### src/include/cbtm_consts.svh
`ifndef CBTM_CONSTS_SVH
`define CBTM_CONSTS_SVH

// Register offsets on the byte-wide register port
`define CBTM_ADDR_W            5
`define CBTM_OFF_CTL0          5'h00
`define CBTM_OFF_CTL1          5'h01
`define CBTM_OFF_BTR0          5'h02
`define CBTM_OFF_BTR1          5'h03
`define CBTM_OFF_ACC_CTL       5'h04
`define CBTM_OFF_ACC_CODE      5'h08
`define CBTM_OFF_ACC_MASK      5'h10
`define CBTM_ACC_REGS          8

// Mode control register fields
`define CBTM_CTL0_INIT_REQ     0
`define CBTM_CTL0_SLEEP_REQ    1
`define CBTM_CTL0_WAKE_EN      2
`define CBTM_CTL0_WAKE_FLAG    7

// Control register one fields
`define CBTM_CTL1_ENABLE       7
`define CBTM_CTL1_CLK_SEL      6
`define CBTM_CTL1_WAKE_FILT    2
`define CBTM_CTL1_SLEEP_ACK    1
`define CBTM_CTL1_INIT_ACK     0

// Bit timing fields
`define CBTM_BTR0_SJW_HI       7
`define CBTM_BTR0_SJW_LO       6
`define CBTM_BTR0_BRP_HI       5
`define CBTM_BTR0_BRP_LO       0
`define CBTM_BTR1_TRIPLE_SAMPLE_SELECT         7
`define CBTM_BTR1_SECOND_SEGMENT_HI     6
`define CBTM_BTR1_SECOND_SEGMENT_LO     4
`define CBTM_BTR1_FIRST_SEGMENT_HI     3
`define CBTM_BTR1_FIRST_SEGMENT_LO     0

// Reset values
`define CBTM_RST_CTL0          8'h01
`define CBTM_RST_CTL1_WR       8'h00
`define CBTM_RST_BTR0          8'h00
`define CBTM_RST_BTR1          8'h00
`define CBTM_RST_ACC           8'h00

// Timing
`define CBTM_SYS_PERIOD_NS     20
`define CBTM_WAKE_PULSE_NS     2000
`define CBTM_WAKE_PULSE_CYC    ((`CBTM_WAKE_PULSE_NS + `CBTM_SYS_PERIOD_NS - 1) / `CBTM_SYS_PERIOD_NS)

`endif

### src/include/cbtm_pkg.sv
package cbtm_pkg;

    typedef enum logic [1:0]
    {
        SEG_SYNC,
        SEG_FIRST,
        SEG_SECOND
    } cbtm_seg_t;

    typedef logic [7:0] cbtm_byte_t;

endpackage

### src/logic/cbtm_ctrl.sv
// The implementer's own choices: the address map and the plain strobed port.
`include "cbtm_consts.svh"

module cbtm_ctrl
(
    input  wire logic                    sys_clk,
    input  wire logic                    rst_n,
    input  wire logic [`CBTM_ADDR_W-1:0] reg_addr,
    input  wire cbtm_pkg::cbtm_byte_t    reg_wr_data,
    input  wire logic                    reg_wr_en,
    input  wire logic                    reg_rd_en,
    output cbtm_pkg::cbtm_byte_t         reg_rd_data,
    input  wire logic                    osc_clk_pin,
    input  wire logic                    rx_pin,
    output logic                         tx_pin,
    output logic                         init_mode,
    output logic                         sleep_mode,
    output logic                         tq_tick,
    output logic                         bit_start,
    output logic                         bit_valid,
    output logic                         bit_value
);
    import cbtm_pkg::*;

    localparam logic [7:0] WAKE_CYC = 8'(`CBTM_WAKE_PULSE_CYC);

    logic       init_request_q;
    logic       sleep_request_q;
    logic       wake_enable_q;
    logic       wake_flag_q;
    logic       init_ack_q;
    logic       sleep_ack_q;
    logic       module_enable_q;
    logic       can_clock_select_q;
    logic [2:0] ctl1_misc_q;
    logic       wake_filter_select_q;
    cbtm_byte_t btr0_q;
    cbtm_byte_t btr1_q;
    cbtm_byte_t acc_ctl_q;
    cbtm_byte_t acc_code_q [0:`CBTM_ACC_REGS-1];
    cbtm_byte_t acc_mask_q [0:`CBTM_ACC_REGS-1];
    cbtm_byte_t rd_data_q;
    logic [1:0] osc_sync_q;
    logic       osc_prev_q;
    logic [1:0] rx_sync_q;
    logic [7:0] wake_cnt_q;
    logic       tx_q;
    logic       init_mode_q;
    logic       sleep_mode_q;

    logic       init_active;
    logic       sleep_active;
    logic       osc_en;
    logic       can_clk_en;
    logic       rx_s;
    logic       wake_hit;
    logic       wr_ctl0;
    logic       cfg_wr;

    ////////////////////////////////////////////////////////////////////////////
    // Pin synchronisers and CAN clock enable

    always_ff @(posedge sys_clk or negedge rst_n)
    begin
        if (!rst_n)
        begin
            osc_sync_q <= 2'h0;
            osc_prev_q <= 1'b0;
            rx_sync_q  <= 2'h3;
        end
        else
        begin
            osc_sync_q <= {osc_sync_q[0], osc_clk_pin};
            osc_prev_q <= osc_sync_q[1];
            rx_sync_q  <= {rx_sync_q[0], rx_pin};
        end
    end

    // Oscillator must run below a quarter of sys_clk to be seen edge by edge
    assign osc_en     = osc_sync_q[1] & ~osc_prev_q;
    assign can_clk_en = can_clock_select_q ? 1'b1 : osc_en;
    assign rx_s       = rx_sync_q[1];

    assign init_active  = init_request_q & init_ack_q;
    assign sleep_active = sleep_request_q & sleep_ack_q;

    ////////////////////////////////////////////////////////////////////////////
    // Wake-up detection

    always_ff @(posedge sys_clk or negedge rst_n)
    begin
        if (!rst_n)
        begin
            wake_cnt_q <= 8'h00;
        end
        else if (!sleep_active || rx_s)
        begin
            wake_cnt_q <= 8'h00;
        end
        else if (wake_cnt_q != WAKE_CYC)
        begin
            wake_cnt_q <= wake_cnt_q + 8'h01;
        end
    end

    // Filter counts sys_clk cycles of steady dominant level
    assign wake_hit = sleep_active & wake_enable_q & ~rx_s
                    & (~wake_filter_select_q | (wake_cnt_q == WAKE_CYC));

    ////////////////////////////////////////////////////////////////////////////
    // Mode request register and handshake

    assign wr_ctl0 = reg_wr_en && reg_addr == `CBTM_OFF_CTL0;
    assign cfg_wr  = reg_wr_en && init_active;

    always_ff @(posedge sys_clk or negedge rst_n)
    begin
        if (!rst_n)
        begin
            init_request_q  <= 1'(`CBTM_RST_CTL0 >> `CBTM_CTL0_INIT_REQ);
            sleep_request_q <= 1'b0;
            wake_enable_q   <= 1'b0;
        end
        else
        begin
            if (wr_ctl0)
            begin
                wake_enable_q <= reg_wr_data[`CBTM_CTL0_WAKE_EN];
                if (reg_wr_data[`CBTM_CTL0_INIT_REQ] || init_active)
                begin
                    init_request_q <= reg_wr_data[`CBTM_CTL0_INIT_REQ];
                end
            end
            // Wake clears the request so the block does not fall asleep again
            if (wake_hit)
            begin
                sleep_request_q <= 1'b0;
            end
            else if (wr_ctl0 && (reg_wr_data[`CBTM_CTL0_SLEEP_REQ] || sleep_active))
            begin
                sleep_request_q <= reg_wr_data[`CBTM_CTL0_SLEEP_REQ];
            end
        end
    end

    // Wake flag: write one clears, a new wake in the same cycle wins
    always_ff @(posedge sys_clk or negedge rst_n)
    begin
        if (!rst_n)
        begin
            wake_flag_q <= 1'b0;
        end
        else if (wake_hit)
        begin
            wake_flag_q <= 1'b1;
        end
        else if (wr_ctl0 && reg_wr_data[`CBTM_CTL0_WAKE_FLAG])
        begin
            wake_flag_q <= 1'b0;
        end
    end

    // Acks move on the CAN clock enable, so a slow oscillator delays them; a wake clears the sleep ack at once
    always_ff @(posedge sys_clk or negedge rst_n)
    begin
        if (!rst_n)
        begin
            init_ack_q  <= 1'b0;
            sleep_ack_q <= 1'b0;
        end
        else
        begin
            if (can_clk_en)
            begin
                init_ack_q <= init_request_q;
            end
            if (wake_hit)
            begin
                sleep_ack_q <= 1'b0;
            end
            else if (can_clk_en)
            begin
                // Enter sleep only on an idle (recessive) bus
                if (!sleep_request_q)
                begin
                    sleep_ack_q <= 1'b0;
                end
                else if (rx_s && !sleep_ack_q)
                begin
                    sleep_ack_q <= 1'b1;
                end
            end
        end
    end

    ////////////////////////////////////////////////////////////////////////////
    // Configuration registers, writable in init mode only

    always_ff @(posedge sys_clk or negedge rst_n)
    begin
        if (!rst_n)
        begin
            module_enable_q      <= 1'b0;
            can_clock_select_q   <= 1'b0;
            ctl1_misc_q          <= 3'h0;
            wake_filter_select_q <= 1'b0;
        end
        else if (cfg_wr && reg_addr == `CBTM_OFF_CTL1)
        begin
            module_enable_q      <= reg_wr_data[`CBTM_CTL1_ENABLE];
            can_clock_select_q   <= reg_wr_data[`CBTM_CTL1_CLK_SEL];
            ctl1_misc_q          <= reg_wr_data[5:3];
            wake_filter_select_q <= reg_wr_data[`CBTM_CTL1_WAKE_FILT];
        end
    end

    always_ff @(posedge sys_clk or negedge rst_n)
    begin
        if (!rst_n)
        begin
            btr0_q    <= `CBTM_RST_BTR0;
            btr1_q    <= `CBTM_RST_BTR1;
            acc_ctl_q <= `CBTM_RST_ACC;
        end
        else if (cfg_wr)
        begin
            if (reg_addr == `CBTM_OFF_BTR0)
            begin
                btr0_q <= reg_wr_data;
            end
            if (reg_addr == `CBTM_OFF_BTR1)
            begin
                btr1_q <= reg_wr_data;
            end
            if (reg_addr == `CBTM_OFF_ACC_CTL)
            begin
                acc_ctl_q <= reg_wr_data;
            end
        end
    end

    genvar gi;
    generate
        for (gi = 0; gi < `CBTM_ACC_REGS; gi++)
        begin : g_acc
            always_ff @(posedge sys_clk or negedge rst_n)
            begin
                if (!rst_n)
                begin
                    acc_code_q[gi] <= `CBTM_RST_ACC;
                    acc_mask_q[gi] <= `CBTM_RST_ACC;
                end
                else if (cfg_wr)
                begin
                    if (reg_addr == `CBTM_OFF_ACC_CODE + 5'(gi))
                    begin
                        acc_code_q[gi] <= reg_wr_data;
                    end
                    if (reg_addr == `CBTM_OFF_ACC_MASK + 5'(gi))
                    begin
                        acc_mask_q[gi] <= reg_wr_data;
                    end
                end
            end
        end
    endgenerate

    ////////////////////////////////////////////////////////////////////////////
    // Read port: data one cycle after the strobe, zero elsewhere

    always_ff @(posedge sys_clk or negedge rst_n)
    begin
        if (!rst_n)
        begin
            rd_data_q <= 8'h00;
        end
        else if (!reg_rd_en)
        begin
            rd_data_q <= 8'h00;
        end
        else if (reg_addr == `CBTM_OFF_CTL0)
        begin
            rd_data_q <= {wake_flag_q, 4'h0, wake_enable_q, sleep_request_q, init_request_q};
        end
        else if (reg_addr == `CBTM_OFF_CTL1)
        begin
            rd_data_q <= {module_enable_q, can_clock_select_q, ctl1_misc_q,
                          wake_filter_select_q, sleep_ack_q, init_ack_q};
        end
        else if (reg_addr == `CBTM_OFF_BTR0)
        begin
            rd_data_q <= btr0_q;
        end
        else if (reg_addr == `CBTM_OFF_BTR1)
        begin
            rd_data_q <= btr1_q;
        end
        else if (reg_addr == `CBTM_OFF_ACC_CTL)
        begin
            rd_data_q <= acc_ctl_q;
        end
        else if (reg_addr[4:3] == 2'h1)
        begin
            rd_data_q <= acc_code_q[reg_addr[2:0]];
        end
        else if (reg_addr[4:3] == 2'h2)
        begin
            rd_data_q <= acc_mask_q[reg_addr[2:0]];
        end
        else
        begin
            rd_data_q <= 8'h00;
        end
    end

    ////////////////////////////////////////////////////////////////////////////
    // Mode outputs; transmit held recessive since no transmitter lives here

    always_ff @(posedge sys_clk or negedge rst_n)
    begin
        if (!rst_n)
        begin
            tx_q         <= 1'b1;
            init_mode_q  <= 1'b0;
            sleep_mode_q <= 1'b0;
        end
        else
        begin
            tx_q         <= 1'b1;
            init_mode_q  <= init_active;
            sleep_mode_q <= sleep_active;
        end
    end

    ////////////////////////////////////////////////////////////////////////////
    // Bit timing engine

    cbtm_bit_timer u_timer
    (
        .sys_clk              (sys_clk),
        .rst_n                (rst_n),
        .can_clk_en           (can_clk_en),
        .run                  (module_enable_q & ~init_active & ~sleep_active),
        .prescaler_field      (btr0_q[`CBTM_BTR0_BRP_HI:`CBTM_BTR0_BRP_LO]),
        .jump_width           (btr0_q[`CBTM_BTR0_SJW_HI:`CBTM_BTR0_SJW_LO]),
        .triple_sample_select (btr1_q[`CBTM_BTR1_TRIPLE_SAMPLE_SELECT]),
        .first_segment        (btr1_q[`CBTM_BTR1_FIRST_SEGMENT_HI:`CBTM_BTR1_FIRST_SEGMENT_LO]),
        .second_segment       (btr1_q[`CBTM_BTR1_SECOND_SEGMENT_HI:`CBTM_BTR1_SECOND_SEGMENT_LO]),
        .rx_sync              (rx_s),
        .tq_tick              (tq_tick),
        .bit_start            (bit_start),
        .bit_valid            (bit_valid),
        .bit_value            (bit_value)
    );

    assign reg_rd_data = rd_data_q;
    assign tx_pin      = tx_q;
    assign init_mode   = init_mode_q;
    assign sleep_mode  = sleep_mode_q;

endmodule

### src/logic/cbtm_bit_timer.sv
`include "cbtm_consts.svh"

module cbtm_bit_timer
(
    input  wire logic       sys_clk,
    input  wire logic       rst_n,
    input  wire logic       can_clk_en,
    input  wire logic       run,
    input  wire logic [5:0] prescaler_field,
    input  wire logic [1:0] jump_width,
    input  wire logic       triple_sample_select,
    input  wire logic [3:0] first_segment,
    input  wire logic [2:0] second_segment,
    input  wire logic       rx_sync,
    output logic            tq_tick,
    output logic            bit_start,
    output logic            bit_valid,
    output logic            bit_value
);
    import cbtm_pkg::*;

    logic [5:0] pre_q;
    logic       tq_q;
    cbtm_seg_t  seg_q;
    logic [4:0] cnt_q;
    logic [4:0] ext_q;
    logic       rx_prev_q;
    logic [1:0] triple_sample_select_q;
    logic       start_q;
    logic       valid_q;
    logic       value_q;

    logic [4:0] sjw_len;
    logic [4:0] seg1_len;
    logic [4:0] seg2_len;
    logic [4:0] cnt_inc;
    logic       fall_edge;
    logic       majority;

    ////////////////////////////////////////////////////////////////////////////
    // Time quantum prescaler

    always_ff @(posedge sys_clk or negedge rst_n)
    begin
        if (!rst_n)
        begin
            pre_q <= 6'h00;
            tq_q  <= 1'b0;
        end
        else if (!run)
        begin
            pre_q <= 6'h00;
            tq_q  <= 1'b0;
        end
        else
        begin
            tq_q <= 1'b0;
            if (can_clk_en)
            begin
                if (pre_q == 6'h00)
                begin
                    pre_q <= prescaler_field;
                    tq_q  <= 1'b1;
                end
                else
                begin
                    pre_q <= pre_q - 6'h01;
                end
            end
        end
    end

    ////////////////////////////////////////////////////////////////////////////
    // Segment sequencer and sampling

    assign sjw_len   = {3'h0, jump_width} + 5'h01;
    assign seg1_len  = {1'h0, first_segment} + 5'h01;
    assign seg2_len  = {2'h0, second_segment} + 5'h01;
    assign cnt_inc   = cnt_q + 5'h01;
    assign fall_edge = rx_prev_q & ~rx_sync;
    assign majority  = (triple_sample_select_q[1] & triple_sample_select_q[0]) | (triple_sample_select_q[1] & rx_sync) | (triple_sample_select_q[0] & rx_sync);

    always_ff @(posedge sys_clk or negedge rst_n)
    begin
        if (!rst_n)
        begin
            seg_q     <= SEG_SYNC;
            cnt_q     <= 5'h00;
            ext_q     <= 5'h00;
            rx_prev_q <= 1'b1;
            triple_sample_select_q    <= 2'h3;
            start_q   <= 1'b0;
            valid_q   <= 1'b0;
            value_q   <= 1'b1;
        end
        else if (!run)
        begin
            seg_q     <= SEG_SYNC;
            cnt_q     <= 5'h00;
            ext_q     <= 5'h00;
            rx_prev_q <= 1'b1;
            start_q   <= 1'b0;
            valid_q   <= 1'b0;
        end
        else
        begin
            start_q <= 1'b0;
            valid_q <= 1'b0;
            if (tq_q)
            begin
                rx_prev_q <= rx_sync;
                triple_sample_select_q    <= {triple_sample_select_q[0], rx_sync};
                case (seg_q)
                    SEG_SYNC:
                    begin
                        seg_q   <= SEG_FIRST;
                        cnt_q   <= 5'h00;
                        ext_q   <= 5'h00;
                        start_q <= 1'b1;
                    end
                    SEG_FIRST:
                    begin
                        // Late edge: stretch the first segment, capped by jump width
                        if (fall_edge && ext_q == 5'h00 && cnt_q != 5'h00)
                        begin
                            ext_q <= (cnt_q < sjw_len) ? cnt_q : sjw_len;
                        end
                        if (cnt_inc >= seg1_len + ext_q)
                        begin
                            seg_q   <= SEG_SECOND;
                            cnt_q   <= 5'h00;
                            valid_q <= 1'b1;
                            value_q <= triple_sample_select ? majority : rx_sync;
                        end
                        else
                        begin
                            cnt_q <= cnt_inc;
                        end
                    end
                    SEG_SECOND:
                    begin
                        // Early edge ends the bit now when within jump width
                        if (fall_edge && (seg2_len - cnt_q) <= sjw_len)
                        begin
                            seg_q   <= SEG_FIRST;
                            cnt_q   <= 5'h00;
                            ext_q   <= 5'h00;
                            start_q <= 1'b1;
                        end
                        else if (cnt_inc >= seg2_len)
                        begin
                            seg_q <= SEG_SYNC;
                            cnt_q <= 5'h00;
                        end
                        else
                        begin
                            cnt_q <= cnt_inc;
                        end
                    end
                    default:
                    begin
                        seg_q <= SEG_SYNC;
                        cnt_q <= 5'h00;
                    end
                endcase
            end
        end
    end

    assign tq_tick   = tq_q;
    assign bit_start = start_q;
    assign bit_valid = valid_q;
    assign bit_value = value_q;

endmodule

### config.mk
export PLATFORM = sky130hd
export DESIGN_NAME = cbtm_ctrl
export DESIGN_NICKNAME = d
export VERILOG_FILES = /design/src/include/cbtm_pkg.sv /design/src/logic/cbtm_ctrl.sv /design/src/logic/cbtm_bit_timer.sv
export VERILOG_INCLUDE_DIRS = /design/src /design/src/include
export SDC_FILE = /design/constraint.sdc
export NUM_CORES = 1
export LEC_CHECK = 0
export BUFFER_PORTS_ARGS = -buffer_cell sky130_fd_sc_hd__buf_4
export CAP_MARGIN = 20
export CORE_MARGIN = 4
export CORE_UTILIZATION = 55
export CTS_CLUSTER_SIZE = 20
export DETAILED_ROUTE_END_ITERATION = 8
export PLACE_DENSITY = 0.87
export SYNTH_ARGS = -nofsm -noshare
export SYNTH_HDL_FRONTEND = slang
export SYNTH_HIERARCHICAL = 1
export SYNTH_SLANG_ARGS = --single-unit
### constraint.sdc
create_clock -name sys_clk -period 2.7 [get_ports sys_clk]
set_input_delay 0 -clock sys_clk [delete_from_list [all_inputs] [get_ports sys_clk]]
set_output_delay 0 -clock sys_clk [all_outputs]
set_load 0.02 [all_outputs]
# Word level (Yosys, flattened, before mapping)
# Cells that the tools add are included.
# totals
register_bits,212
inputBits,19
output_inout_bits,15
# op_classes
addsub,8
magnitude_cmp,5
eq_ne,34
muxes,60
bitwise,21
reduce_logical,48
# ops
op,count
2-to-1 mux 8 bit,14
2-to-1 mux 5 bit,10
binary-select mux 8 bit (select 3 bit),2
AND reduction 2 bit,22
equality test 5 x 4 -> 1 bit (second input constant),8
equality test 5 bit (second input constant),8
2-to-1 mux 1 bit,22
2-to-1 mux 6 bit,3
one-hot mux 5 bit (3 select lines),1
AND 1 bit,12
equality test 5 x 2 -> 1 bit (second input constant),2
greater-or-equal comparator 5 bit,2
zero test 5 bit,2
2-to-1 mux 2 bit,5
one-hot mux 5 bit (2 select lines),1
logical AND 1 bit,9
inequality test 3 bit (second input constant),3
adder 8 x 1 -> 8 bit (second input constant),1
equality test 8 x 7 -> 1 bit (second input constant),1
inequality test 4 bit (second input constant),2
inequality test 8 x 7 -> 1 bit (second input constant),1
AND reduction 4 bit,2
nonzero test 2 bit,4
zero test 6 bit,1
26 further kinds,38

# Depth between registers and ports, before layout
# Gate-level depths: netlist of the first run.
# logic_depth
ltp_word,12
mapped_depth,14

# Modules after synthesis
# The synthesis of the first run kept the hierarchy.
# modules_own_cells
module,instances,cells_per_inst,area_each_um2,seq_area_each_um2
cbtm_ctrl,1,597,8650.8,4683.2
cbtm_bit_timer,1,232,2198.4,630.6

# Worst setup path before layout of the first run
# Ideal clock, no wire load.
# synth_path
path_kind,register to register
start,reg u_timer.ext_q[0]
end,reg u_timer.cnt_q[2]
t_arrival_ps,2735
required_ps,2576
slack_ps,-159
stages_incl_launch_ff,15
period_less_slack_ps,2859
cell_sequence,dfrtp_1 inv_1 ha_1 inv_1 fa_1 a21o_1 a21oi_1 xor2_1 ha_1 nor2_1 a21oi_1 o21ai_4 and4b_1 nor3_1 o31a_1
# synth_via
elab_chain_cells,6
# synth_lines
item,line_no,source
start: declaration,cbtm_bit_timer.sv:26,logic [4:0] ext_q;
start signal: assignment,cbtm_bit_timer.sv:126,ext_q <= (cnt_q < sjw_len) ? cnt_q : sjw_len;
adder 5 bit,cbtm_bit_timer.sv:128,if (cnt_inc >= seg1_len + ext_q)
greater-or-equal comparator 5 bit,cbtm_bit_timer.sv:128,
2-to-1 mux 5 bit,cbtm_bit_timer.sv:128,
one-hot mux 5 bit (2 select lines),cbtm_bit_timer.sv:113,case (seg_q)
2-to-1 mux 5 bit,cbtm_bit_timer.sv:109,if (tq_q)
2-to-1 mux 5 bit,cbtm_bit_timer.sv:96,else if (!run)
end signal: assignment,cbtm_bit_timer.sv:137,cnt_q <= cnt_inc;
end signal: assignment,cbtm_bit_timer.sv:157,cnt_q <= cnt_inc;
end: declaration,cbtm_bit_timer.sv:25,logic [4:0] cnt_q;
# No other way between the ends. The select of a mux whose other input is x is not followed.
# A chain may end at the register's enable or synchronous reset.

# Final worst setup path of the first run
# Same ends and word-level chain as after synthesis.

==> reports/metrics.cfg, run 1 <==
[timing]
timing.clock.skew_ns = 0.0213
finalHoldViolations = 0
timing_worst_slew_pin_value_ns = 0.754
setup_viol_count_final = 9
rsz0062_at_grt = true
fin_crit_ns = 2.84
timing.max_slew.rel_slack_pct = 49.7
timing.final.crit_share_pct = 105
timing.fmax_ghz = 0.352
final_critical_path_setup_slack_ns = -0.143
final-max-slew-violation-count = 0

[power_and_ir_drop]
power_per_cell_area_nw_per_um2 = 554
power.static_leakage_nw = 5.97
report.power.total_mw = 6.90
power.ir.vdd_worst_v = 0.000486

[layout]
seqCellArea_um2 = 5310
post_synthesis_to_final_layout_area_growth_pct = 14.8
final_nets = 939
final_layout_size_suffix_gt1_share_pct = 39.6
layout.core_utilization_pct = 64.0
area_taken_by_multi_input_logic_gates_um2 = 5290
final_cell_mix = 205 x sky130_fd_sc_hd__dfrtp_1, 164 x sky130_fd_sc_hd__mux2_2, 59 x sky130_fd_sc_hd__buf_4
layout.filler_cells = 1381
num_antenna_cells = 0
most_common_cell_after_layout_fill_and_taps_aside = sky130_fd_sc_hd__dfrtp_1
finish.cell_count_without_fillers = 1163

[cts]
clkSinkCount = 212
cts_buffer_depth = 3
cts_htree_levels = 1
cts_tree = built
clockRootBuffer = sky130_fd_sc_hd__clkbuf_16
worstSkewPairLatency_ns = 0.52
cts_made_buffers = 22
clkSlewWorstSetupHoldPaths_ns = 0.06

[global_routing]
via_count_of_the_first_global_routing_pass = 7547
globalRoute.totalOverflow = 0
global_route_wire_length_before_repair_mm = 40.1
maximum_number_of_pins_on_one_net_before_global_route_repair = 91
initial_antenna_violation_count = 0
overall_global_routing_resource_usage_pct = 22.6

[floorplan]
chipHeight_um = 148
floorplan.core_area_um2 = 19500
die_width_um = 148
die-area_um2 = 22000
initial_utilization_pct = 55.7
row_count = 51
io-pin-count = 34

[job]
timing.max_cap.violations = 0

[placement]
dpl.cell_count = 1100
detailed_place_hpwl_mm = 16.0
place_congestion = 0.909
placement.setup.worst_slack_ns = -0.160
numPortBuffers = 32

[synthesis]
synthCells = 829
synth_top_flop_cell = sky130_fd_sc_hd__dfrtp_1
leading_cell_types_by_total_area_after_synthesis = sky130_fd_sc_hd__dfrtp_1 47%, sky130_fd_sc_hd__mux2_2 17%, sky130_fd_sc_hd__mux4_2 5.4%
synth_largest_area_cell = sky130_fd_sc_hd__dfrtp_1
yosys.area.top_type_share_pct = 47.3
number_of_warnings_printed_during_yosys_synthesis = 6
synth_enable_flop_cells = 0
ys_types = 80
synth.yosys.seq_area_share_pct = 49.0
synth_area_um2 = 10800
asyncSetResetFlopFracSynth_pct = 100
synth_net_count = 885
ys_ff_latch = 212
postSynthAreaPerCell_um2 = 13.1

[setup_path]
cp_data_arrival_time_ns = 3.23
crit_fanout = 5
endpoint_type_of_the_worst_setup_path = register
start_kind = register
critPathRequiredTime_ns = 3.08
criticalPathCategory = reg -> reg

[detailed_routing]
postRouteAntennaNets = 0
avgViaCountPerCell = 6.11
number_of_vias_in_the_routed_layout = 7102
route.detailed.drc = 0
firstDrtPassIters = 5
dr.first_iter.drc_count = 451
avgRoutedWirePerCell_um = 21.1
finalWirelength_mm = 24.5

[status]
failed_checks = negative setup slack
outcome = complete, but fails checks

[min_path]
class_of_the_worst_hold_path = in -> reg

-- synth_stat cells (8+ instances only) --
cell type and number:
sky130_fd_sc_hd__dfrtp_1 205, sky130_fd_sc_hd__mux2i_1 14, sky130_fd_sc_hd__and3_1 11, sky130_fd_sc_hd__xor2_1 9, sky130_fd_sc_hd__mux4_2 26, sky130_fd_sc_hd__a21oi_1 23, sky130_fd_sc_hd__nor2_1 35, sky130_fd_sc_hd__o211ai_1 10
sky130_fd_sc_hd__inv_1 32, sky130_fd_sc_hd__clkbuf_1 23, sky130_fd_sc_hd__nand2_1 43, sky130_fd_sc_hd__o21ai_0 10, sky130_fd_sc_hd__nand3_1 11, sky130_fd_sc_hd__mux2_2 166, sky130_fd_sc_hd__a22oi_1 8, sky130_fd_sc_hd__buf_2 11
sky130_fd_sc_hd__mux4_1 8, sky130_fd_sc_hd__ha_1 35
-- cells by family after synthesis --
family                     share of synthesized area [%]
xor gates and xnor gates                            1.28
muxes                                               26.6
AOI/OAI and AO/OA                                   7.09
adders and majority gates                           4.41
other                                             0.0346
DFF                                                 49.0
buffers and inverters                               3.46
and+or+nand+nor                                     8.17
-- final timing paths --
check	start	to	slack [ns]	cells past startpoint
setup reg to reg	u_timer/ext_q[0]	u_timer/cnt_q[2]	-0.14	14
hold / removal	reg_addr[4]	reg_rd_data[1]	0.02	3
setup / recovery	u_timer/ext_q[0]	u_timer/cnt_q[2]	-0.14	14
min in group asynchronous	rst_n	u_timer/cnt_q[3]	0.11	2
max in group asynchronous	rst_n	acc_code_q[13]	1.69	3
hold reg to reg	osc_sync_q[0]	osc_sync_q[1]	0.35	0
-- final cells by class --
| class | count | share of cell area [%] |
|---|---|---|
| clock inverter | 4 | 0.312 |
| tap | 265 | 2.66 |
| inverter | 33 | 0.995 |
| timing repair buffer | 77 | 5.22 |
| sequential | 212 | 42.7 |
| multi-input combinational | 537 | 42.5 |
| clock buffer | 35 | 5.62 |
-- stage by stage --
step	hold WS [ns]	area (um^2)	setup TNS, ns
2_1_floorplan	-0.296	10900	0
3_3_place_gp	0.104	11400	-0.167
3_5_place_dp	0.110	11400	-0.985
4_1_cts	0.00356	12400	-0.542
5_1_grt	0.0340	12500	-1.72
6_report	0.0224	12500	-0.711
-- timing repair --
| action | CTS | global route |
|---|---|---|
| endpoints found under the setup margin | 12 | 12 |
| hold buffers | 13 | 0 |
| pin swaps | 10 | 8 |
| endpoints found under the hold margin | 259 | 0 |
| resized for setup | 16 | 7 |
| buffers inserted | 6 | 5 |
-- routing by layer --
metal	GRT usage, %	vias up	share of wire [%]
met5	0	-	0
met4	7.07	0	3.0
met3	3.90	60	5.7
met2	37.8	223	50
met1	30.5	3677	42
li1	-	3142	-
-- sequential cells by signal, indices dropped and copies added, names as in the netlist, 3 cells and up --
name and count:
acc_code_q 64, acc_mask_q 64, acc_ctl_q 8, btr0_q 8
btr1_q 8, reg_rd_data 8, wake_cnt_q 8, u_timer/pre_q 6
u_timer/cnt_q 5, u_timer/ext_q 5, ctl1_misc_q 3
-- critical path, stage by stage, from the launching register on --
cell and delay [ns]:
sky130_fd_sc_hd__dfrtp_1 0.40, sky130_fd_sc_hd__inv_2 0.09, sky130_fd_sc_hd__ha_4 0.12, sky130_fd_sc_hd__inv_2 0.04, sky130_fd_sc_hd__fa_2 0.33, sky130_fd_sc_hd__a21o_1 0.17
sky130_fd_sc_hd__a21oi_2 0.12, sky130_fd_sc_hd__xor2_1 0.18, sky130_fd_sc_hd__ha_2 0.27, sky130_fd_sc_hd__nor4b_2 0.07, sky130_fd_sc_hd__a21oi_2 0.15, sky130_fd_sc_hd__o21ai_4 0.10
sky130_fd_sc_hd__and4b_2 0.38, sky130_fd_sc_hd__nor3_1 0.08, sky130_fd_sc_hd__o31a_1 0.23
-- power breakdown --
part           internal [mW]  switching (mW)
Clock                   1.78            1.23
Sequential              3.28          0.0721
Combinational          0.230           0.312
(Power assumes the default switching activity.)
==> inputs of run 2 (changes only) <==
CORE_MARGIN = default   (was 4)
==> reports/metrics.cfg, run 2 (same netlist as run 1, synthesis figures left out) <==
[setup_path]
cp_data_arrival_time_ns = 3.26  ; +0.03 ns
worstReg2RegEnd = u_timer/cnt_q[2]
criticalPathCategory = reg -> reg
r2r-start = u_timer/ext_q[0]
timing.critical_path.from = u_timer/ext_q[0]
ff_to_ff_setup_slack_ns = -0.18  ; -0.04 ns
critPathRequiredTime_ns = 3.08  ; about the same
start_kind = register
crit_fanout = 5  ; unchanged
worst-r2r-cell-count = 14  ; unchanged
endpoint_type_of_the_worst_setup_path = register

[power_and_ir_drop]
power.share.sequential_pct = 47.9  ; -0.6 points
combinational_share_of_power_pct = 7.7  ; -0.2 points
power.ir.vdd_worst_v = 0.000589  ; +21%
power.static_leakage_nw = 5.96  ; -0.13%
power.share.switching_pct = 23.4  ; -0.083 points
switching_power_mw = 1.63  ; +0.92%
power_per_cell_area_nw_per_um2 = 561  ; +1.1%
p_clk_share_pct = 44.5  ; +0.9 points
p_int_mw = 5.36  ; +1.4%

[min_path]
class_of_the_worst_hold_path = in -> reg
hold-path-endpoint = reg_rd_data[2]
hold_path_startpoint = reg_addr[4]
hold_depth = 3  ; unchanged

[global_routing]
initial_antenna_violation_count = 0  ; unchanged
globalRoute.totalOverflow = 0  ; unchanged
global_route_wire_length_before_repair_mm = 38.5  ; -4.0%
via_count_of_the_first_global_routing_pass = 7276  ; -3.6%
overall_global_routing_resource_usage_pct = 24.5  ; +1.9 points
maximum_number_of_pins_on_one_net_before_global_route_repair = 86  ; -5.5%

[status]
failed_checks = negative setup slack
outcome = complete, but fails checks

[layout]
final_layout_size_suffix_gt1_share_pct = 40.0  ; +0.36 points
design_area_um2 = 12500  ; +0.17%
final_cell_mix = 203 x sky130_fd_sc_hd__dfrtp_1, 164 x sky130_fd_sc_hd__mux2_2, 58 x sky130_fd_sc_hd__buf_4
layout.core_utilization_pct = 64.3  ; +0.32 points
largest_registers = acc_code_q (64), acc_mask_q (64)
post_synthesis_to_final_layout_area_growth_pct = 15.0
most_common_cell_after_layout_fill_and_taps_aside = sky130_fd_sc_hd__dfrtp_1
finish.cell_count_without_fillers = 1160  ; -0.26%
final_nets = 937  ; -0.21%
num_antenna_cells = 0  ; unchanged

[floorplan]
die-area_um2 = 20300  ; -7.9%
io-pin-count = 34  ; unchanged
floorplan.core_area_um2 = 19400  ; -0.33%
row_count = 51  ; unchanged
chipHeight_um = 142  ; -4.0%
initial_utilization_pct = 55.9  ; +0.18 points
die_width_um = 142  ; -4.0%

[placement]
dpl.cell_count = 1103  ; +0.27%
placement.setup.worst_slack_ns = -0.154  ; +0.00619 ns
detailed_place_hpwl_mm = 15.4  ; -3.5%
placedInstanceArea_um2 = 11400  ; +0.31%
numPortBuffers = 32  ; unchanged
place_congestion = 0.913  ; +0.47%

[timing]
finalHoldViolations = 0  ; unchanged
final-max-slew-violation-count = 0  ; unchanged
fin_crit_ns = 2.88  ; +0.0362 ns
final_critical_path_setup_slack_ns = -0.179  ; -0.0362 ns
timing.max_slew.rel_slack_pct = 53.1  ; +3.4 points
timing_worst_slew_pin_value_ns = 0.704  ; -0.0503 ns
timing.final.crit_share_pct = 107  ; +1.3 points
timing.clock.skew_ns = 0.0240  ; +0.00269 ns
timing.fmax_ghz = 0.347  ; -1.3%
setup_viol_count_final = 10  ; +1
rsz0062_at_grt = true
setup_tns_ns = -1.02  ; -0.310 ns

[cts]
clockRootBuffer = sky130_fd_sc_hd__clkbuf_16
worstSkewPairLatency_ns = 0.52  ; about the same
cts_htree_levels = 1  ; unchanged
cts_buffer_depth = 3  ; unchanged
cts_tree = built
cts_made_buffers = 21  ; -4.5%
clkSinkCount = 212  ; unchanged
clkSlewWorstSetupHoldPaths_ns = 0.06  ; about the same

[detailed_routing]
avgViaCountPerCell = 6.06  ; -0.80%
avgRoutedWirePerCell_um = 21.0  ; -0.50%
firstDrtPassIters = 5  ; unchanged
finalWirelength_mm = 24.3  ; -0.76%
postRouteAntennaNets = 0  ; unchanged
number_of_vias_in_the_routed_layout = 7027  ; -1.1%
dr.first_iter.drc_count = 437  ; -3.1%
route.detailed.drc = 0  ; unchanged

[job]
timing.max_cap.violations = 0  ; unchanged

run 2: worst max path at each step:
stage / end / slack, ns
floorplan: u_timer/ext_q[1] / 0.003
global placement: u_timer/seg_q[1] / -0.04
detailed placement: u_timer/ext_q[1] / -0.15
CTS: u_timer/cnt_q[2] / -0.11
global route: u_timer/cnt_q[2] / -0.32
finish: u_timer/cnt_q[2] / -0.18
run 2: power by group through the flow:
stage	clock network [mW]	logic [mW]	registers, mW
floorplan	0	0.326	3.39
global placement	0	0.497	3.40
detailed placement	0	0.510	3.40
CTS	3.15	0.537	3.34
global route	3.26	0.586	3.36
finish	3.11	0.537	3.35
run 2: what timing repair did:
action / CTS / global route
hold buffers: 12 / 0
pin swaps: 16 / 12
setup endpoints to repair: 13 / 13
setup buffers: 3 / 5
hold endpoints to repair: 253 / 0
resized for setup: 16 / 11
run 2: layer usage:
layer  vias to the layer above  global-route usage, %  share of wire [%]
met5                         -                      0                  0
met4                         0                   7.64                2.8
met3                        54                   4.34                5.3
met2                       218                   40.4                 50
met1                      3621                   33.1                 42
li1                       3134                      -                  -
run 2: cell type report:
| cell class | instances | area, um^2 |
|---|---|---|
| flip-flops and latches | 212 | 5320 |
| multi-input cells | 537 | 5320 |
| clock buffers | 28 | 602 |
| well taps | 265 | 332 |
| inverters | 33 | 124 |
| clock inverters | 9 | 128 |
| repair buffers | 76 | 652 |
| fillers | 1392 | 6930 |
run 2: worst max-delay path, stage by stage (launching register included):
cell and delay (ns):
sky130_fd_sc_hd__dfrtp_1 0.40, sky130_fd_sc_hd__inv_2 0.09, sky130_fd_sc_hd__ha_4 0.12, sky130_fd_sc_hd__inv_2 0.04, sky130_fd_sc_hd__fa_2 0.33, sky130_fd_sc_hd__a21o_1 0.17
sky130_fd_sc_hd__a21oi_2 0.14, sky130_fd_sc_hd__xor2_1 0.09, sky130_fd_sc_hd__ha_2 0.35, sky130_fd_sc_hd__nor2_2 0.05, sky130_fd_sc_hd__a21oi_2 0.21, sky130_fd_sc_hd__o21ai_4 0.10
sky130_fd_sc_hd__and4b_2 0.38, sky130_fd_sc_hd__nor3_1 0.07, sky130_fd_sc_hd__o31a_1 0.24
run 2: through the flow:
stage / hold slack [ns] / total power [mW]
after floorplan: -0.296 / 3.71
after global placement: 0.0987 / 3.89
after detailed placement: 0.0992 / 3.91
after CTS: 0.00185 / 7.03
after global routing: 0.0242 / 7.21
final: 0.0221 / 6.99
==> inputs of run 3 (changes only) <==
ABC_AREA = 1   (was default)
clock period = 2.41 ns   (was 2.7 ns; I/O delays follow)
==> reports/metrics.cfg, run 3 <==
[power_and_ir_drop]
power_per_cell_area_nw_per_um2 = 627  ; +12%
power.static_leakage_nw = 5.88  ; -1.3%
report.power.total_mw = 7.68  ; +9.9%
power.ir.vdd_worst_v = 0.000650  ; +10%

[global_routing]
via_count_of_the_first_global_routing_pass = 9100  ; +25%
globalRoute.totalOverflow = 0  ; unchanged
global_route_wire_length_before_repair_mm = 44.5  ; +16%
initial_antenna_violation_count = 0  ; unchanged
maximum_number_of_pins_on_one_net_before_global_route_repair = 81  ; -5.8%
overall_global_routing_resource_usage_pct = 27.9  ; +3.4 points

[cts]
cts_made_buffers = 22  ; +4.8%
cts_htree_levels = 1  ; unchanged
clkSlewWorstSetupHoldPaths_ns = 0.06  ; about the same
worstSkewPairLatency_ns = 0.52  ; about the same
cts_tree = built
clockRootBuffer = sky130_fd_sc_hd__clkbuf_16
clkSinkCount = 212  ; unchanged
cts_buffer_depth = 3  ; unchanged

[setup_path]
cells_along_the_critical_path = ha_4, inv_2, fa_2, xnor2_2, ha_1, a21oi_1, nand2_1, nand2_1, nand2_1, nor2_2, nand3_2, buf_4, buf_4, a21oi_2
worst-r2r-cell-count = 14  ; unchanged
r2r-start = btr1_q[4]
cp_data_arrival_time_ns = 3.00  ; -0.26 ns
endpoint_type_of_the_worst_setup_path = register
critical_path.most_common_cell = sky130_fd_sc_hd__nand2_1
critPathRequiredTime_ns = 2.84  ; -0.24 ns
criticalPathCategory = reg -> reg
slowest_stage_cell_crit_path = sky130_fd_sc_hd__dfrtp_1
ff_to_ff_setup_slack_ns = -0.16  ; +0.02 ns
crit_fanout = 3  ; -2
critical-path-max-stage-delay_ns = 0.41  ; about the same
worstReg2RegEnd = u_timer/bit_start
start_kind = register

[detailed_routing]
avgRoutedWirePerCell_um = 16.0  ; -24%
finalWirelength_mm = 26.9  ; +11%
dr.first_iter.drc_count = 860  ; +97%
firstDrtPassIters = 5  ; unchanged
postRouteAntennaNets = 0  ; unchanged
route.detailed.drc = 0  ; unchanged
number_of_vias_in_the_routed_layout = 9403  ; +34%
avgViaCountPerCell = 5.60  ; -7.5%

[layout]
final_nets = 1459  ; +56%
post_synthesis_to_final_layout_area_growth_pct = 13.8
most_common_cell_after_layout_fill_and_taps_aside = sky130_fd_sc_hd__nand2_1
area_taken_by_multi_input_logic_gates_um2 = 4730  ; -11%
finish.cell_count_without_fillers = 1678  ; +45%
largest_registers = acc_code_q (64), acc_mask_q (64)
layout.core_utilization_pct = 64.6  ; +0.32 points
num_antenna_cells = 0  ; unchanged
design_area_um2 = 12200  ; -1.8%
final_layout_size_suffix_gt1_share_pct = 12.9  ; -27 points
layout.filler_cells = 1470  ; +5.6%
seqCellArea_um2 = 5310  ; about the same
final_cell_mix = 466 x sky130_fd_sc_hd__nand2_1, 205 x sky130_fd_sc_hd__dfrtp_1, 159 x sky130_fd_sc_hd__o21ai_0

[timing]
setup_tns_ns = -1.53  ; -0.509 ns
final_critical_path_setup_slack_ns = -0.155  ; +0.0237 ns
timing.final.crit_share_pct = 106  ; -0.19 points
timing.fmax_ghz = 0.390  ; +12%
timing.max_slew.rel_slack_pct = 41.4  ; -12 points
finalHoldViolations = 0  ; unchanged
fin_crit_ns = 2.57  ; -0.314 ns
setup_viol_count_final = 13  ; +3
holdWs_ns = 0.0502  ; +0.0282 ns
final-max-slew-violation-count = 0  ; unchanged
rsz0062_at_grt = true
timing.clock.skew_ns = 0.00979  ; -0.0142 ns
timing_worst_slew_pin_value_ns = 0.878  ; +0.174 ns

[floorplan]
die_width_um = 142  ; -0.40%
row_count = 50  ; -2.0%
chipHeight_um = 142  ; -0.40%
floorplan.core_area_um2 = 19000  ; -2.3%
die-area_um2 = 20100  ; -0.80%
initial_utilization_pct = 56.8  ; +0.84 points
io-pin-count = 34  ; unchanged

[placement]
placedInstanceArea_um2 = 11300  ; -1.1%
detailed_place_hpwl_mm = 17.9  ; +16%
place_congestion = 0.944  ; +3.3%
numPortBuffers = 32  ; unchanged
placement.setup.worst_slack_ns = -0.184  ; -0.0298 ns
dpl.cell_count = 1627  ; +48%

[synthesis]
synth_net_count = 1417  ; +60%
synthCells = 1361  ; +64%
ys_types = 45  ; -44%
synth_area_um2 = 10800  ; -0.81%
synth.yosys.seq_area_share_pct = 49.4  ; +0.40 points
asyncSetResetFlopFracSynth_pct = 100  ; unchanged
synth_largest_area_cell = sky130_fd_sc_hd__dfrtp_1
netlist_top_cells_count = 470 x sky130_fd_sc_hd__nand2_1, 205 x sky130_fd_sc_hd__dfrtp_1, 160 x sky130_fd_sc_hd__o21ai_0, 130 x sky130_fd_sc_hd__inv_1, 50 x sky130_fd_sc_hd__nand3_1
yosys.area.top_type_share_pct = 47.7  ; +0.38 points
synthMostInstantiatedCell = sky130_fd_sc_hd__nand2_1
leading_cell_types_by_total_area_after_synthesis = sky130_fd_sc_hd__dfrtp_1 48%, sky130_fd_sc_hd__nand2_1 16%, sky130_fd_sc_hd__o21ai_0 7.4%
ys_ff_latch = 212  ; unchanged
synth_enable_flop_cells = 0  ; unchanged
postSynthAreaPerCell_um2 = 7.91  ; -40%
synth_top_flop_cell = sky130_fd_sc_hd__dfrtp_1
number_of_warnings_printed_during_yosys_synthesis = 6  ; unchanged

[status]
failed_checks = negative setup slack
outcome = complete, but fails checks

[job]
timing.max_cap.violations = 0  ; unchanged

[min_path]
hold_path_startpoint = reg_addr[4]
class_of_the_worst_hold_path = in -> reg
hold_depth = 4  ; +1
hold-path-endpoint = acc_code_q[37]

-- run 3: changes by cell type after synthesis, sizes merged, moves of 19 or more --
| cell | previous run | this run |
|---|---|---|
| nand2 | 45 | 477 |
| o21ai | 14 | 206 |
| mux2 | 173 | 0 |
| inv | 33 | 144 |
| nand3 | 13 | 56 |
| mux4 | 34 | 0 |
| nand4 | 3 | 25 |
| nor2 | 45 | 64 |
-- run 3: what timing repair did --
action / 4_1_cts / 5_1_grt
pin swaps: 12 / 14
buffers inserted: 1 / 4
endpoints found under the hold margin: 88 / 0
hold buffers: 7 / 0
gates resized for setup: 16 / 5
endpoints found under the setup margin: 14 / 15
gates cloned: 0 / 0
-- run 3: logic make-up (layout without fill, tap and decap cells) --
kind of cell	count (synthesis)	in the layout	synth area share, %
simple gates	640	640	25.1
flops	212	212	49.4
xor+xnor	10	10	0.884
buf+inv	200	257	7.57
fa+ha+maj	37	37	4.44
compound gates	261	261	12.6
other cells	1	1	0.0348
-- run 3: critical path, delay by kind of cell (launching register included) --
family | cells | cell delay [ns]
buffers and inverters | 3 | 0.32
DFF | 1 | 0.41
adders and majority gates | 3 | 0.98
xor gates and xnor gates | 1 | 0.14
and+or+nand+nor | 5 | 0.41
AOI/OAI and AO/OA | 2 | 0.24
-- run 3: worst max-delay path by stage --
stage | from | end | slack, ns
3_3_place_gp | btr1_q[5] | u_timer/ext_q[2] | -0.07
5_1_grt | btr1_q[4] | u_timer/ext_q[2] | -0.31
6_report | btr1_q[4] | u_timer/bit_start | -0.16
4_1_cts | btr1_q[4] | u_timer/ext_q[0] | -0.14
3_5_place_dp | btr1_q[0] | u_timer/seg_q[0] | -0.18
2_1_floorplan | btr1_q[4] | u_timer/ext_q[1] | 0.01
-- run 3: final cells by class --
cell class / count / share of cell area [%]
Inverter: 146 / 4.49
Tap cell: 260 / 2.66
Multi-Input combinational cell: 949 / 38.6
Sequential cell: 212 / 43.4
Clock inverter: 5 / 0.633
Clock buffer: 34 / 5.44
Timing Repair Buffer: 72 / 4.74
-- run 3: power by group --
part	internal [mW]	switching, mW	total (mW)
combinational	0.146	0.382	0.528
sequential	3.62	0.0393	3.66
clock	2.11	1.39	3.50
total	5.88	1.81	7.68
-- run 3: metal layers --
layer  track usage (%)  vias up  part of all wire, %
met2              47.6      374                   49
met3              4.42       97                  7.0
met5                 0        -                    0
met1              35.2     4493                   40
li1                  -     4439                    -
met4              12.5        0                  3.8
